File: config.mk
export PLATFORM = sky130hd
export DESIGN_NAME = drive_mode_setup_control
export DESIGN_NICKNAME = d
export VERILOG_FILES = /design/src/drive_mode_pkg.sv /design/src/drive_mode_setup_control.sv
export SDC_FILE = /design/constraint.sdc
export NUM_CORES = 2
export LEC_CHECK = 0
export BUFFER_PORTS_ARGS = -buffer_cell sky130_fd_sc_hd__buf_4
export CAP_MARGIN = 40
export CELL_PAD_IN_SITES_DETAIL_PLACEMENT = 1
export CELL_PAD_IN_SITES_GLOBAL_PLACEMENT = 2
export CORE_ASPECT_RATIO = 1.1
export CORE_MARGIN = 1
export CORE_UTILIZATION = 40
export CTS_CLUSTER_SIZE = 14
export DETAILED_ROUTE_END_ITERATION = 8
export PLACE_DENSITY_LB_ADDON = 0.1
export RECOVER_POWER = 100
export SLEW_MARGIN = 20
export SYNTH_ARGS = -nofsm -noshare
export SYNTH_HDL_FRONTEND = slang
export SYNTH_SLANG_ARGS = --single-unit
File: constraint.sdc
create_clock -name REF_CLK -period 167.1 [get_ports REF_CLK]
set_clock_uncertainty 0.1 [all_clocks]
set_input_delay 16.71 -clock REF_CLK [delete_from_list [all_inputs] [get_ports REF_CLK]]
set_output_delay 16.71 -clock REF_CLK [all_outputs]
set_load 0.005 [all_outputs]
File: src/drive_mode_pkg.sv
package drive_mode_pkg;
  // Object offsets on the plain register port (index, byte address = 4*index)
  localparam logic [3:0] ADDR_MODE_SEL    = 4'h0;
  localparam logic [3:0] ADDR_CONTROL     = 4'h1;
  localparam logic [3:0] ADDR_STATUS      = 4'h2;
  localparam logic [3:0] ADDR_TARGET_VEL  = 4'h3;
  localparam logic [3:0] ADDR_SPECIAL_ACT = 4'h4;
  localparam logic [3:0] ADDR_SPECIAL_SEL = 4'h5;
  localparam logic [3:0] ADDR_VEL_NUM     = 4'h6;
  localparam logic [3:0] ADDR_VEL_DEN     = 4'h7;
  localparam logic [3:0] ADDR_SAVE        = 4'h8;
  localparam logic [3:0] ADDR_SETUP_RES   = 4'h9;
  localparam logic [3:0] ADDR_ACTIVE_MODE = 4'ha;

  localparam logic [7:0] MODE_AUTO_SETUP = 8'hfe;
  localparam logic [7:0] MODE_VELOCITY   = 8'h02;
  localparam logic [7:0] MODE_CLOCK_DIR  = 8'hf7;
  localparam logic [7:0] SPECIAL_ENABLE  = 8'h02;

  localparam int CW_MODE_SPECIFIC = 4;
  localparam int SW_INDEX_FOUND   = 10;
  localparam int SW_SETUP_DONE    = 12;
  localparam int SW_OP_ENABLED    = 2;
  localparam logic [15:0] CW_ENABLE_OP = 16'h000f;

  localparam logic [7:0]  CAT_DRIVE  = 8'h05;
  localparam logic [7:0]  CAT_TUNING = 8'h06;
  localparam logic [15:0] TEST_RPM      = 16'h001e;
  localparam logic [15:0] MAX_RPM_HIGH  = 16'h03e8;
  localparam logic [15:0] MAX_RPM_LOW   = 16'h0064;

  localparam int ADC_BITS      = 12;
  localparam int ADC_FULL_MV   = 10000;
  localparam int DEAD_MV       = 20;
  localparam logic [11:0] DEAD_CODES = 12'(DEAD_MV * 4095 / ADC_FULL_MV);
  localparam logic [11:0] ADC_MID    = 12'h800;

  localparam int SETUP_STEP_CYCLES = 16;

  typedef enum logic [2:0] {
    SU_IDLE = 3'b000, SU_FWD = 3'b001, SU_REV = 3'b011,
    SU_EDGE = 3'b010, SU_STORE = 3'b110, SU_DONE = 3'b111
  } setup_t;
endpackage

File: src/drive_mode_setup_control.sv
`timescale 1ns/10ps
// What this block does
// - 0xFE in mode object selects auto setup
// - Bit 4 starts setup when selected, enabled
// - Status bit 12 set when setup ends
// - Status bit 10 reports index found
// - Tests run sequentially, reversing direction, edges
// - Success stores parameters in categories 05, 06
// - Value 2 selects velocity with target speed
// - Controlword zero stops the motor
// - Special modes follow release, ignore controlword
// - Activation subindex value 2 enables special
// - Selector 0-F, bit 3 closed loop
// - Codes 2/3 test run 30 rpm cw/ccw
// - Codes 4-7 analog; 6/7 joystick offset
// - Even analog 1000 rpm, odd 100 rpm
// - Special changes apply after save, restart
// - Clock-direction mode driven by inputs
// - Analog mode writes target velocity continuously
// - Normal analog: direction sign, 20 mV deadzone
// - Joystick: mid-scale zero, 20 mV deadzone
// - Scaling factor sets other maximum speeds
// - Digital input 1 is release
// - Test run turns only while released
module drive_mode_setup_control #(
  parameter int ADC_W = drive_mode_pkg::ADC_BITS
) (
  input  wire logic              REF_CLK,
  input  wire logic              RST_B,
  input  wire logic [3:0]        ADDR,
  input  wire logic [15:0]       WDATA,
  input  wire logic              WR,
  input  wire logic              RD,
  output logic [15:0]            RDATA,
  input  wire logic              DIN1,
  input  wire logic              STEP_CLK,
  input  wire logic              DIR_IN,
  input  wire logic [ADC_W-1:0]  ANALOG_IN,
  input  wire logic              SETUP_STEP_OK,
  input  wire logic              INDEX_SEEN,
  input  wire logic              RESTART,
  output logic                   OP_ENABLED,
  output logic                   CLOSED_LOOP,
  output logic                   CLOCK_DIR_MODE,
  output logic                   MOTOR_RUN,
  output logic                   MOTOR_DIR,
  output logic [15:0]            SPEED_RPM,
  output logic                   SETUP_DIR,
  output logic                   STORE_REQ,
  output logic [7:0]             STORE_CAT
);
  typedef struct packed {
    logic [7:0]  mode;
    logic [15:0] control;
    logic [15:0] target_vel;
    logic [7:0]  act_pend;
    logic [3:0]  sel_pend;
    logic [7:0]  act_saved;
    logic [3:0]  sel_saved;
    logic        special;
    logic [3:0]  sel;
    logic [15:0] vel_num;
    logic [15:0] vel_den;
    logic        op_en;
    drive_mode_pkg::setup_t su;
    logic [4:0]  su_cnt;
    logic        su_done;
    logic        idx_found;
    logic        cw_bit4_q;
    logic [15:0] rdata;
    logic        dir;
    logic        store;
    logic [7:0]  store_cat;
  } state_t;

  state_t s_q, s_d;

  // Dead-zone aware magnitude above a base point
  function automatic logic [ADC_W-1:0] above(input logic [ADC_W-1:0] v, input logic [ADC_W-1:0] base);
    logic [ADC_W-1:0] diff;
    diff = v - base;
    above = (v > base + ADC_W'(drive_mode_pkg::DEAD_CODES)) ? diff : '0;
  endfunction

  logic [ADC_W-1:0] mag;
  logic             neg;
  logic [15:0]      max_rpm;
  logic [31:0]      scaled;
  logic [15:0]      analog_rpm;
  logic [15:0]      status;

  always_comb begin
    max_rpm = s_q.sel[0] ? drive_mode_pkg::MAX_RPM_LOW : drive_mode_pkg::MAX_RPM_HIGH;
    if (s_q.sel[1]) begin
      // Joystick: below mid runs negative
      if (ANALOG_IN < drive_mode_pkg::ADC_MID) begin
        mag = above(drive_mode_pkg::ADC_MID, ANALOG_IN);
        neg = 1'b1;
      end else begin
        mag = above(ANALOG_IN, drive_mode_pkg::ADC_MID);
        neg = 1'b0;
      end
      // Doubling saturates, else a zero input would wrap to zero speed
      mag = mag[ADC_W-1] ? '1 : {mag[ADC_W-2:0], 1'b0};
    end else begin
      mag = above(ANALOG_IN, '0);
      neg = DIR_IN;
    end
    // Full-scale ratio then user scaling; divide by zero treated as unity
    scaled = 32'(mag) * 32'(max_rpm) / 32'((1 << ADC_W) - 1);
    if (s_q.vel_den != 16'h0000)
      scaled = scaled * 32'(s_q.vel_num) / 32'(s_q.vel_den);
    analog_rpm = scaled[15:0];
  end

  always_comb begin
    status = '0;
    status[drive_mode_pkg::SW_OP_ENABLED] = s_q.op_en;
    status[drive_mode_pkg::SW_SETUP_DONE] = s_q.su_done;
    status[drive_mode_pkg::SW_INDEX_FOUND] = s_q.idx_found;
  end

  always_comb begin
    s_d = s_q;
    s_d.store = 1'b0;
    s_d.rdata = '0;
    if (WR) begin
      unique case (ADDR)
        drive_mode_pkg::ADDR_MODE_SEL:    s_d.mode = WDATA[7:0];
        drive_mode_pkg::ADDR_CONTROL:     s_d.control = WDATA;
        drive_mode_pkg::ADDR_TARGET_VEL:  if (!s_q.special) s_d.target_vel = WDATA;
        drive_mode_pkg::ADDR_SPECIAL_ACT: s_d.act_pend = WDATA[7:0];
        drive_mode_pkg::ADDR_SPECIAL_SEL: s_d.sel_pend = WDATA[3:0];
        drive_mode_pkg::ADDR_VEL_NUM:     s_d.vel_num = WDATA;
        drive_mode_pkg::ADDR_VEL_DEN:     s_d.vel_den = WDATA;
        drive_mode_pkg::ADDR_SAVE: begin
          s_d.act_saved = s_q.act_pend;
          s_d.sel_saved = s_q.sel_pend;
        end
        default: ;
      endcase
    end
    if (RD) begin
      unique case (ADDR)
        drive_mode_pkg::ADDR_MODE_SEL:    s_d.rdata = {8'h00, s_q.mode};
        drive_mode_pkg::ADDR_CONTROL:     s_d.rdata = s_q.control;
        drive_mode_pkg::ADDR_STATUS:      s_d.rdata = status;
        drive_mode_pkg::ADDR_TARGET_VEL:  s_d.rdata = s_q.target_vel;
        drive_mode_pkg::ADDR_SPECIAL_ACT: s_d.rdata = {8'h00, s_q.act_pend};
        drive_mode_pkg::ADDR_SPECIAL_SEL: s_d.rdata = {12'h000, s_q.sel_pend};
        drive_mode_pkg::ADDR_VEL_NUM:     s_d.rdata = s_q.vel_num;
        drive_mode_pkg::ADDR_VEL_DEN:     s_d.rdata = s_q.vel_den;
        drive_mode_pkg::ADDR_SETUP_RES:   s_d.rdata = {14'h0000, s_q.idx_found, s_q.su_done};
        drive_mode_pkg::ADDR_ACTIVE_MODE: s_d.rdata = {11'h000, s_q.special, s_q.sel};
        default:                          s_d.rdata = '0;
      endcase
    end
    // Saved selection is only taken over at restart
    if (RESTART) begin
      s_d.special = (s_q.act_saved == drive_mode_pkg::SPECIAL_ENABLE);
      s_d.sel = s_q.sel_saved;
      s_d.op_en = 1'b0;
    end else if (s_q.special) begin
      s_d.op_en = DIN1;
      if (s_q.sel[2])
        s_d.target_vel = analog_rpm;
    end else begin
      s_d.op_en = (s_d.control & drive_mode_pkg::CW_ENABLE_OP) == drive_mode_pkg::CW_ENABLE_OP;
    end
    s_d.cw_bit4_q = s_q.control[drive_mode_pkg::CW_MODE_SPECIFIC];
    s_d.dir = neg;

    unique case (s_q.su)
      drive_mode_pkg::SU_IDLE:
        if (!s_q.special && s_q.mode == drive_mode_pkg::MODE_AUTO_SETUP && s_q.op_en
            && s_q.control[drive_mode_pkg::CW_MODE_SPECIFIC] && !s_q.cw_bit4_q) begin
          s_d.su = drive_mode_pkg::SU_FWD;
          s_d.su_cnt = '0;
          s_d.su_done = 1'b0;
          s_d.idx_found = 1'b0;
        end
      drive_mode_pkg::SU_FWD, drive_mode_pkg::SU_REV, drive_mode_pkg::SU_EDGE: begin
        // Each test in turn: forward, reversed, then edge re-evaluation
        s_d.su_cnt = s_q.su_cnt + 5'd1;
        if (INDEX_SEEN)
          s_d.idx_found = 1'b1;
        if (!s_q.op_en) begin
          s_d.su = drive_mode_pkg::SU_IDLE;
        end else if (s_q.su_cnt == 5'(drive_mode_pkg::SETUP_STEP_CYCLES - 1)) begin
          s_d.su_cnt = '0;
          unique case (s_q.su)
            drive_mode_pkg::SU_FWD: s_d.su = drive_mode_pkg::SU_REV;
            drive_mode_pkg::SU_REV: s_d.su = drive_mode_pkg::SU_EDGE;
            default: s_d.su = SETUP_STEP_OK ? drive_mode_pkg::SU_STORE : drive_mode_pkg::SU_DONE;
          endcase
        end
      end
      drive_mode_pkg::SU_STORE: begin
        // Drive category first, tuning second; the count picks the slot
        s_d.store = 1'b1;
        s_d.su_cnt = s_q.su_cnt + 5'd1;
        if (s_q.su_cnt == 5'd0) begin
          s_d.store_cat = drive_mode_pkg::CAT_DRIVE;
        end else begin
          s_d.store_cat = drive_mode_pkg::CAT_TUNING;
          s_d.su = drive_mode_pkg::SU_DONE;
        end
      end
      drive_mode_pkg::SU_DONE: begin
        s_d.store = 1'b0;
        s_d.su_done = 1'b1;
        s_d.su = drive_mode_pkg::SU_IDLE;
      end
      default: s_d.su = drive_mode_pkg::SU_IDLE;
    endcase
  end

  always_ff @(posedge REF_CLK or negedge RST_B) begin
    if (!RST_B) begin
      s_q <= '{
        mode:       8'h00,
        control:    16'h0000,
        target_vel: 16'h0000,
        act_pend:   8'h00,
        sel_pend:   4'h0,
        act_saved:  8'h00,
        sel_saved:  4'h0,
        special:    1'b0,
        sel:        4'h0,
        vel_num:    16'h0001,
        vel_den:    16'h0001,
        op_en:      1'b0,
        su:         drive_mode_pkg::SU_IDLE,
        su_cnt:     5'h00,
        su_done:    1'b0,
        idx_found:  1'b0,
        cw_bit4_q:  1'b0,
        rdata:      16'h0000,
        dir:        1'b0,
        store:      1'b0,
        store_cat:  drive_mode_pkg::CAT_DRIVE
      };
    end else begin
      s_q <= s_d;
    end
  end

  logic setup_busy;
  assign setup_busy = s_q.su != drive_mode_pkg::SU_IDLE;

  always_comb begin
    RDATA = s_q.rdata;
    OP_ENABLED = s_q.op_en;
    STORE_REQ = s_q.store;
    STORE_CAT = s_q.store_cat;
    SETUP_DIR = (s_q.su == drive_mode_pkg::SU_REV);
    CLOSED_LOOP = s_q.special & s_q.sel[3];
    CLOCK_DIR_MODE = s_q.special && s_q.sel[2:1] == 2'b00;
    MOTOR_RUN = 1'b0;
    MOTOR_DIR = 1'b0;
    SPEED_RPM = 16'h0000;
    if (s_q.special) begin
      if (s_q.sel[2:1] == 2'b01) begin
        MOTOR_RUN = s_q.op_en;
        MOTOR_DIR = s_q.sel[0];
        SPEED_RPM = s_q.op_en ? drive_mode_pkg::TEST_RPM : 16'h0000;
      end else if (s_q.sel[2]) begin
        MOTOR_RUN = s_q.op_en && s_q.target_vel != 16'h0000;
        MOTOR_DIR = s_q.dir;
        SPEED_RPM = s_q.op_en ? s_q.target_vel : 16'h0000;
      end else begin
        MOTOR_RUN = s_q.op_en;
        MOTOR_DIR = DIR_IN;
        SPEED_RPM = {15'h0000, STEP_CLK};
      end
    end else if (setup_busy) begin
      MOTOR_RUN = s_q.op_en;
      MOTOR_DIR = SETUP_DIR;
    end else if (s_q.mode == drive_mode_pkg::MODE_VELOCITY) begin
      MOTOR_RUN = s_q.op_en && s_q.target_vel != 16'h0000;
      SPEED_RPM = s_q.op_en ? s_q.target_vel : 16'h0000;
    end
  end

  AST_RELEASE_FOLLOW: assert property (@(posedge REF_CLK) disable iff (!RST_B)
    (s_q.special && !RESTART) |=> (s_q.op_en == $past(DIN1))) else $error("Release not followed");
  AST_CW_ZERO_STOP: assert property (@(posedge REF_CLK) disable iff (!RST_B)
    (!s_q.special && !RESTART && WR && ADDR == drive_mode_pkg::ADDR_CONTROL && WDATA == 16'h0000)
    |=> !OP_ENABLED && !MOTOR_RUN) else $error("Zero controlword did not stop");
  AST_SETUP_START: assert property (@(posedge REF_CLK) disable iff (!RST_B)
    (s_q.su == drive_mode_pkg::SU_IDLE && s_d.su == drive_mode_pkg::SU_FWD)
    |-> s_q.mode == 8'hfe && s_q.op_en) else $error("Setup started without preconditions");
  AST_SETUP_DONE: assert property (@(posedge REF_CLK) disable iff (!RST_B)
    s_q.su == drive_mode_pkg::SU_DONE |=> status[12]) else $error("Done bit not set");
  AST_STORE_CATS: assert property (@(posedge REF_CLK) disable iff (!RST_B)
    $rose(STORE_REQ) |-> STORE_CAT == 8'h05 ##1 STORE_REQ && STORE_CAT == 8'h06) else $error("Bad store order");
  AST_TEST_SPEED: assert property (@(posedge REF_CLK) disable iff (!RST_B)
    (s_q.special && s_q.sel[2:1] == 2'b01) |-> (SPEED_RPM == (OP_ENABLED ? 16'd30 : 16'd0)))
    else $error("Test run speed wrong");
  AST_LOOP_BIT: assert property (@(posedge REF_CLK) disable iff (!RST_B)
    CLOSED_LOOP |-> s_q.sel >= 4'h8) else $error("Closed loop for open code");
  AST_RESTART_ONLY: assert property (@(posedge REF_CLK) disable iff (!RST_B)
    !RESTART |=> $stable(s_q.special) && $stable(s_q.sel)) else $error("Special mode changed without restart");

  AST_MODE_WRITE: assert property (@(posedge REF_CLK) disable iff (!RST_B)
    (WR && ADDR == drive_mode_pkg::ADDR_MODE_SEL) |=> s_q.mode == $past(WDATA[7:0]))
    else $error("Mode write lost");

  AST_START_EDGE: assert property (@(posedge REF_CLK) disable iff (!RST_B)
    (s_q.su == drive_mode_pkg::SU_IDLE && s_d.su == drive_mode_pkg::SU_FWD)
    |-> s_q.control[4] && !s_q.cw_bit4_q && !s_q.special) else $error("Setup started without bit 4 edge");

  AST_INDEX_FLAG: assert property (@(posedge REF_CLK) disable iff (!RST_B)
    (s_q.su inside {drive_mode_pkg::SU_FWD, drive_mode_pkg::SU_REV, drive_mode_pkg::SU_EDGE} && INDEX_SEEN)
    |=> s_q.idx_found) else $error("Index not recorded");

  AST_FWD_THEN_REV: assert property (@(posedge REF_CLK) disable iff (!RST_B)
    (s_q.su == drive_mode_pkg::SU_FWD && s_q.op_en && s_d.su != drive_mode_pkg::SU_FWD)
    |-> s_d.su == drive_mode_pkg::SU_REV) else $error("Reverse test skipped");

  AST_REV_THEN_EDGE: assert property (@(posedge REF_CLK) disable iff (!RST_B)
    (s_q.su == drive_mode_pkg::SU_REV && s_q.op_en && s_d.su != drive_mode_pkg::SU_REV)
    |-> s_d.su == drive_mode_pkg::SU_EDGE) else $error("Edge test skipped");

  AST_STORE_ONLY_OK: assert property (@(posedge REF_CLK) disable iff (!RST_B)
    $rose(STORE_REQ) |-> $past(SETUP_STEP_OK, 2)) else $error("Store after failed setup");

  AST_VEL_SPEED: assert property (@(posedge REF_CLK) disable iff (!RST_B)
    (!s_q.special && !setup_busy && s_q.mode == drive_mode_pkg::MODE_VELOCITY && OP_ENABLED)
    |-> SPEED_RPM == s_q.target_vel) else $error("Velocity speed wrong");

  AST_CTL_IGNORED: assert property (@(posedge REF_CLK) disable iff (!RST_B)
    (s_q.special && !RESTART && WR && ADDR == drive_mode_pkg::ADDR_CONTROL)
    |=> OP_ENABLED == $past(DIN1)) else $error("Controlword acted in special mode");

  AST_SPECIAL_ACT: assert property (@(posedge REF_CLK) disable iff (!RST_B)
    RESTART |=> s_q.special == ($past(s_q.act_saved) == drive_mode_pkg::SPECIAL_ENABLE))
    else $error("Activation value not honoured");

  AST_SAVE_LATCH: assert property (@(posedge REF_CLK) disable iff (!RST_B)
    (WR && ADDR == drive_mode_pkg::ADDR_SAVE) |=> s_q.sel_saved == $past(s_q.sel_pend))
    else $error("Save did not latch selector");

  AST_TEST_DIR: assert property (@(posedge REF_CLK) disable iff (!RST_B)
    (s_q.special && s_q.sel[2:1] == 2'b01) |-> MOTOR_DIR == s_q.sel[0])
    else $error("Test run direction wrong");

  AST_CLKDIR_PASS: assert property (@(posedge REF_CLK) disable iff (!RST_B)
    CLOCK_DIR_MODE |-> MOTOR_DIR == DIR_IN && SPEED_RPM[0] == STEP_CLK)
    else $error("Clock or direction not passed");

  AST_ANALOG_TRACK: assert property (@(posedge REF_CLK) disable iff (!RST_B)
    (s_q.special && s_q.sel[2] && !RESTART) |=> s_q.target_vel == $past(analog_rpm))
    else $error("Analog target not written");

  AST_DEAD_NORMAL: assert property (@(posedge REF_CLK) disable iff (!RST_B)
    (s_q.special && s_q.sel[2:1] == 2'b10 && !RESTART && ANALOG_IN <= drive_mode_pkg::DEAD_CODES)
    |=> s_q.target_vel == 16'h0000) else $error("Normal dead zone moved");

  AST_DEAD_JOY: assert property (@(posedge REF_CLK) disable iff (!RST_B)
    (s_q.special && s_q.sel[2:1] == 2'b11 && !RESTART
     && ANALOG_IN >= drive_mode_pkg::ADC_MID - drive_mode_pkg::DEAD_CODES
     && ANALOG_IN <= drive_mode_pkg::ADC_MID + drive_mode_pkg::DEAD_CODES)
    |=> s_q.target_vel == 16'h0000) else $error("Joystick dead zone moved");

  AST_RELEASE_DROP: assert property (@(posedge REF_CLK) disable iff (!RST_B)
    (s_q.special && !DIN1 && !RESTART) |=> !OP_ENABLED && !MOTOR_RUN)
    else $error("Drive kept running without release");

  AST_TEST_GATE: assert property (@(posedge REF_CLK) disable iff (!RST_B)
    (s_q.special && s_q.sel[2:1] == 2'b01) |-> MOTOR_RUN == OP_ENABLED)
    else $error("Test run not gated by release");

  AST_RDATA_IDLE: assert property (@(posedge REF_CLK) disable iff (!RST_B)
    !RD |=> RDATA == 16'h0000) else $error("Read data held past its cycle");
endmodule

==> metrics.txt <==
status=finished, violations left; failing checks=max-capacitance violations, max-slew violations; Initial Utilization=about two fifths; Hold-fix buffers, CTS=0; Final Util=43.09%; Mapped Cells=just over 5000; DRC=0; via count=between 30000 and 40000; CTS buffer count=17; CTS Sinks=133; Max stage delay on crit path=~810 ps; Fillers=approximately 12000; RSZ-0062 raised after global routing=false; Synth area leaders=ha_1, fa_1, dfrtp_1; worst-path cell with the longest stage delay=o311ai_0; initial DRC count=between 1500 and 2000; top-count cell post-synth=ha_1; antenna diode count=0; CP endpoint kind=flip-flop; ANT nets after route=0; die extent in y=around 330 microns; flops & latches, synth=~130; share of post-route cells with drive strength above 1=between 9 and 10%; Max transition margin=-193.5%; crit path time final=between 150000 and 200000 ps; simple-gate portion of the synthesized area=a little under a quarter; Nets=roughly 5900; maxcap violations=2; compound-gate portion of the synthesized area=between 20% and 30%; routed vias/inst=5.976; first-pass GRT wire length=between 200 and 250 mm; CP Data Required Time=167270 ps; Hold/Removal Path Class=reg -> reg; Post-CTS Setup Inserts=0; Post-Route WL=around 130 mm; ys async rst share=100.0%; Avg Cell Area, Syn=about 7.7 sq um; Row Count=between 100 and 150; core area=approximately 96000 sq um; crit path DAT=153780 ps; Tcrit/Tclk final=between 90% and 100%; post-synthesis xor/xnor area fraction=about 2.9%; dominant synthesized flop cell=dfrtp_1; CP Max Fanout=36; DR WL/cell=between 20 and 25 microns; Post-Syn Area=just under 40000 sq um; antenna violations before repair=1; sequential area share after synthesis=between 8 and 9%; routability cong.=around 0.86; Root Driver=clkbuf_16; I/O Pins=approximately 90; Worst Tran Pin Value=around 4400 ps; EDFF count, synth=0; DRT Pass-1 Iters=5; CTS max path bufs=2; fraction of synthesized area in multiplexers=under 10%; Total GRT Usage=a little over a quarter; grt total ovfl=0; Synth top cells by count=ha_1, nand2_1, inv_1; Final Setup Violations=0; Clk pin slew, worst setup/hold paths=~70 ps; synth warn=0; largest net degree at the start of global routing=84; final hold violation count=0; Total Neg Setup Slack=0 ps; vias in the first global route=38410; Synth top area share=between 10% and 20%; Setup crit start kind=input port; adder-cell share of the synthesized area=between 20% and 30%; CP most frequent cell=o21a_1; Post-CTS Resized=0; Max Clk Rate=about 0.0065 GHz; full die area=between 90000 and 100000 sq um; Port Buffers=82; Clk Latency, worst-skew pair=between 400 and 500 ps; largest family of logic cells by synthesized area=adder cells; Horiz. Die Dim=roughly 300 microns; max-slew violations=approximately 130; synthesis-to-finish area growth=6.306%; CTS tree=built; WS Path Type=in -> reg; Yosys cell types=131; cell accounting for the most synthesized area=ha_1; HPWL after DPL=107.1 mm; H-tree level count=4
## final cells by class
class	count	area [sq um]	area share [%]
tap	1270	1589	3.840
timing repair buffer	151	1056	2.552
clock buffer	18	439.2	1.061
inverter	390	1464	3.537
multi-input combinational	4374	33370	80.64
sequential	133	3332	8.051
clock inverter	14	131.4	0.3174
## kinds of logic after synthesis
| logic type | after synthesis |
|---|---|
| mux | 218 |
| other cells | 2 |
| xor+xnor | 128 |
| fa+ha+maj | 747 |
| simple gates | 1816 |
| flops | 133 |
| buf+inv | 584 |
| compound gates | 1446 |
## per-layer routing
layer | vias to the layer above | part of all wire, % | global-route usage (%)
met2 | 429 | 48 | 45.80
li1 | 18520 | - | -
met3 | 119 | 1.8 | 1.055
met5 | - | 0 | 0
met4 | 0 | 2.3 | 6.145
met1 | 18880 | 48 | 36.63
## through the flow
step                worst slack, ps  area (sq um)  std cells  hold slack, ps
floorplan                     24750         38990       5091           289.8
global placement              16940         40830       6308           326.2
detailed placement            14350         40890       6316           331.0
CTS                           14270         41460       6348           349.9
global route                   1036         41390       6350           372.2
finish                        13490         41390       6350           344.1
## state kept, by name (all words and copies together), names as in the netlist
register / flops
s_d: 1
RDATA: 16
STORE_REQ: 1
OP_ENABLED: 1
s_q: 112
STORE_CAT: 2
## path summary, 6_finish.rpt
kind                         startpoint          to  slack [ps]  depth (start not counted)
setup / recovery           ANALOG_IN[0]     s_q[99]       13490                        621
hold / removal                  s_d[26]     s_q[26]         340                          0
setup reg to reg                s_q[71]     s_q[99]       30150                        614
hold reg to reg                 s_d[26]     s_q[26]         340                          0
max in group asynchronous         RST_B    s_q[122]      144580                          3
min in group asynchronous         RST_B  OP_ENABLED       16090                          1
## worst max-delay path: cells and delay by family
family	cells	cell delay (ps)
AND/OR/NAND/NOR	103	22660
multiplexers	6	1790
buffers and inverters	33	5130
adder cells (fa/ha/maj)	46	15170
AO/OA/AOI/OAI	433	92080
## cell usage in the layout (no fill, tap or decap), types with 40 or more instances in the layout
| cell type | Yosys | routed |
|---|---|---|
| fa_1 | 172 | 172 |
| and2_1 | 110 | 101 |
| nand2_1 | 521 | 521 |
| nor3_1 | 368 | 369 |
| mux2_2 | 162 | 159 |
| inv_1 | 389 | 387 |
| a31oi_1 | 40 | 40 |
| nor2_1 | 354 | 348 |
| nand3_1 | 88 | 88 |
| xnor2_1 | 98 | 98 |
| mux2i_1 | 49 | 49 |
| ha_1 | 572 | 572 |
| or3_1 | 40 | 40 |
| a21oi_1 | 238 | 238 |
| o21a_1 | 317 | 317 |
| a21o_1 | 70 | 70 |
| dfrtp_1 | 130 | 130 |
| buf_4 | 25 | 106 |
| o21ai_0 | 199 | 199 |
| o211ai_1 | 43 | 43 |
| nand2b_1 | 44 | 44 |
| o31ai_1 | 170 | 170 |
Power is not shown: default switching activity piles up to over one toggle a cycle in this logic, so the estimate is an artifact.
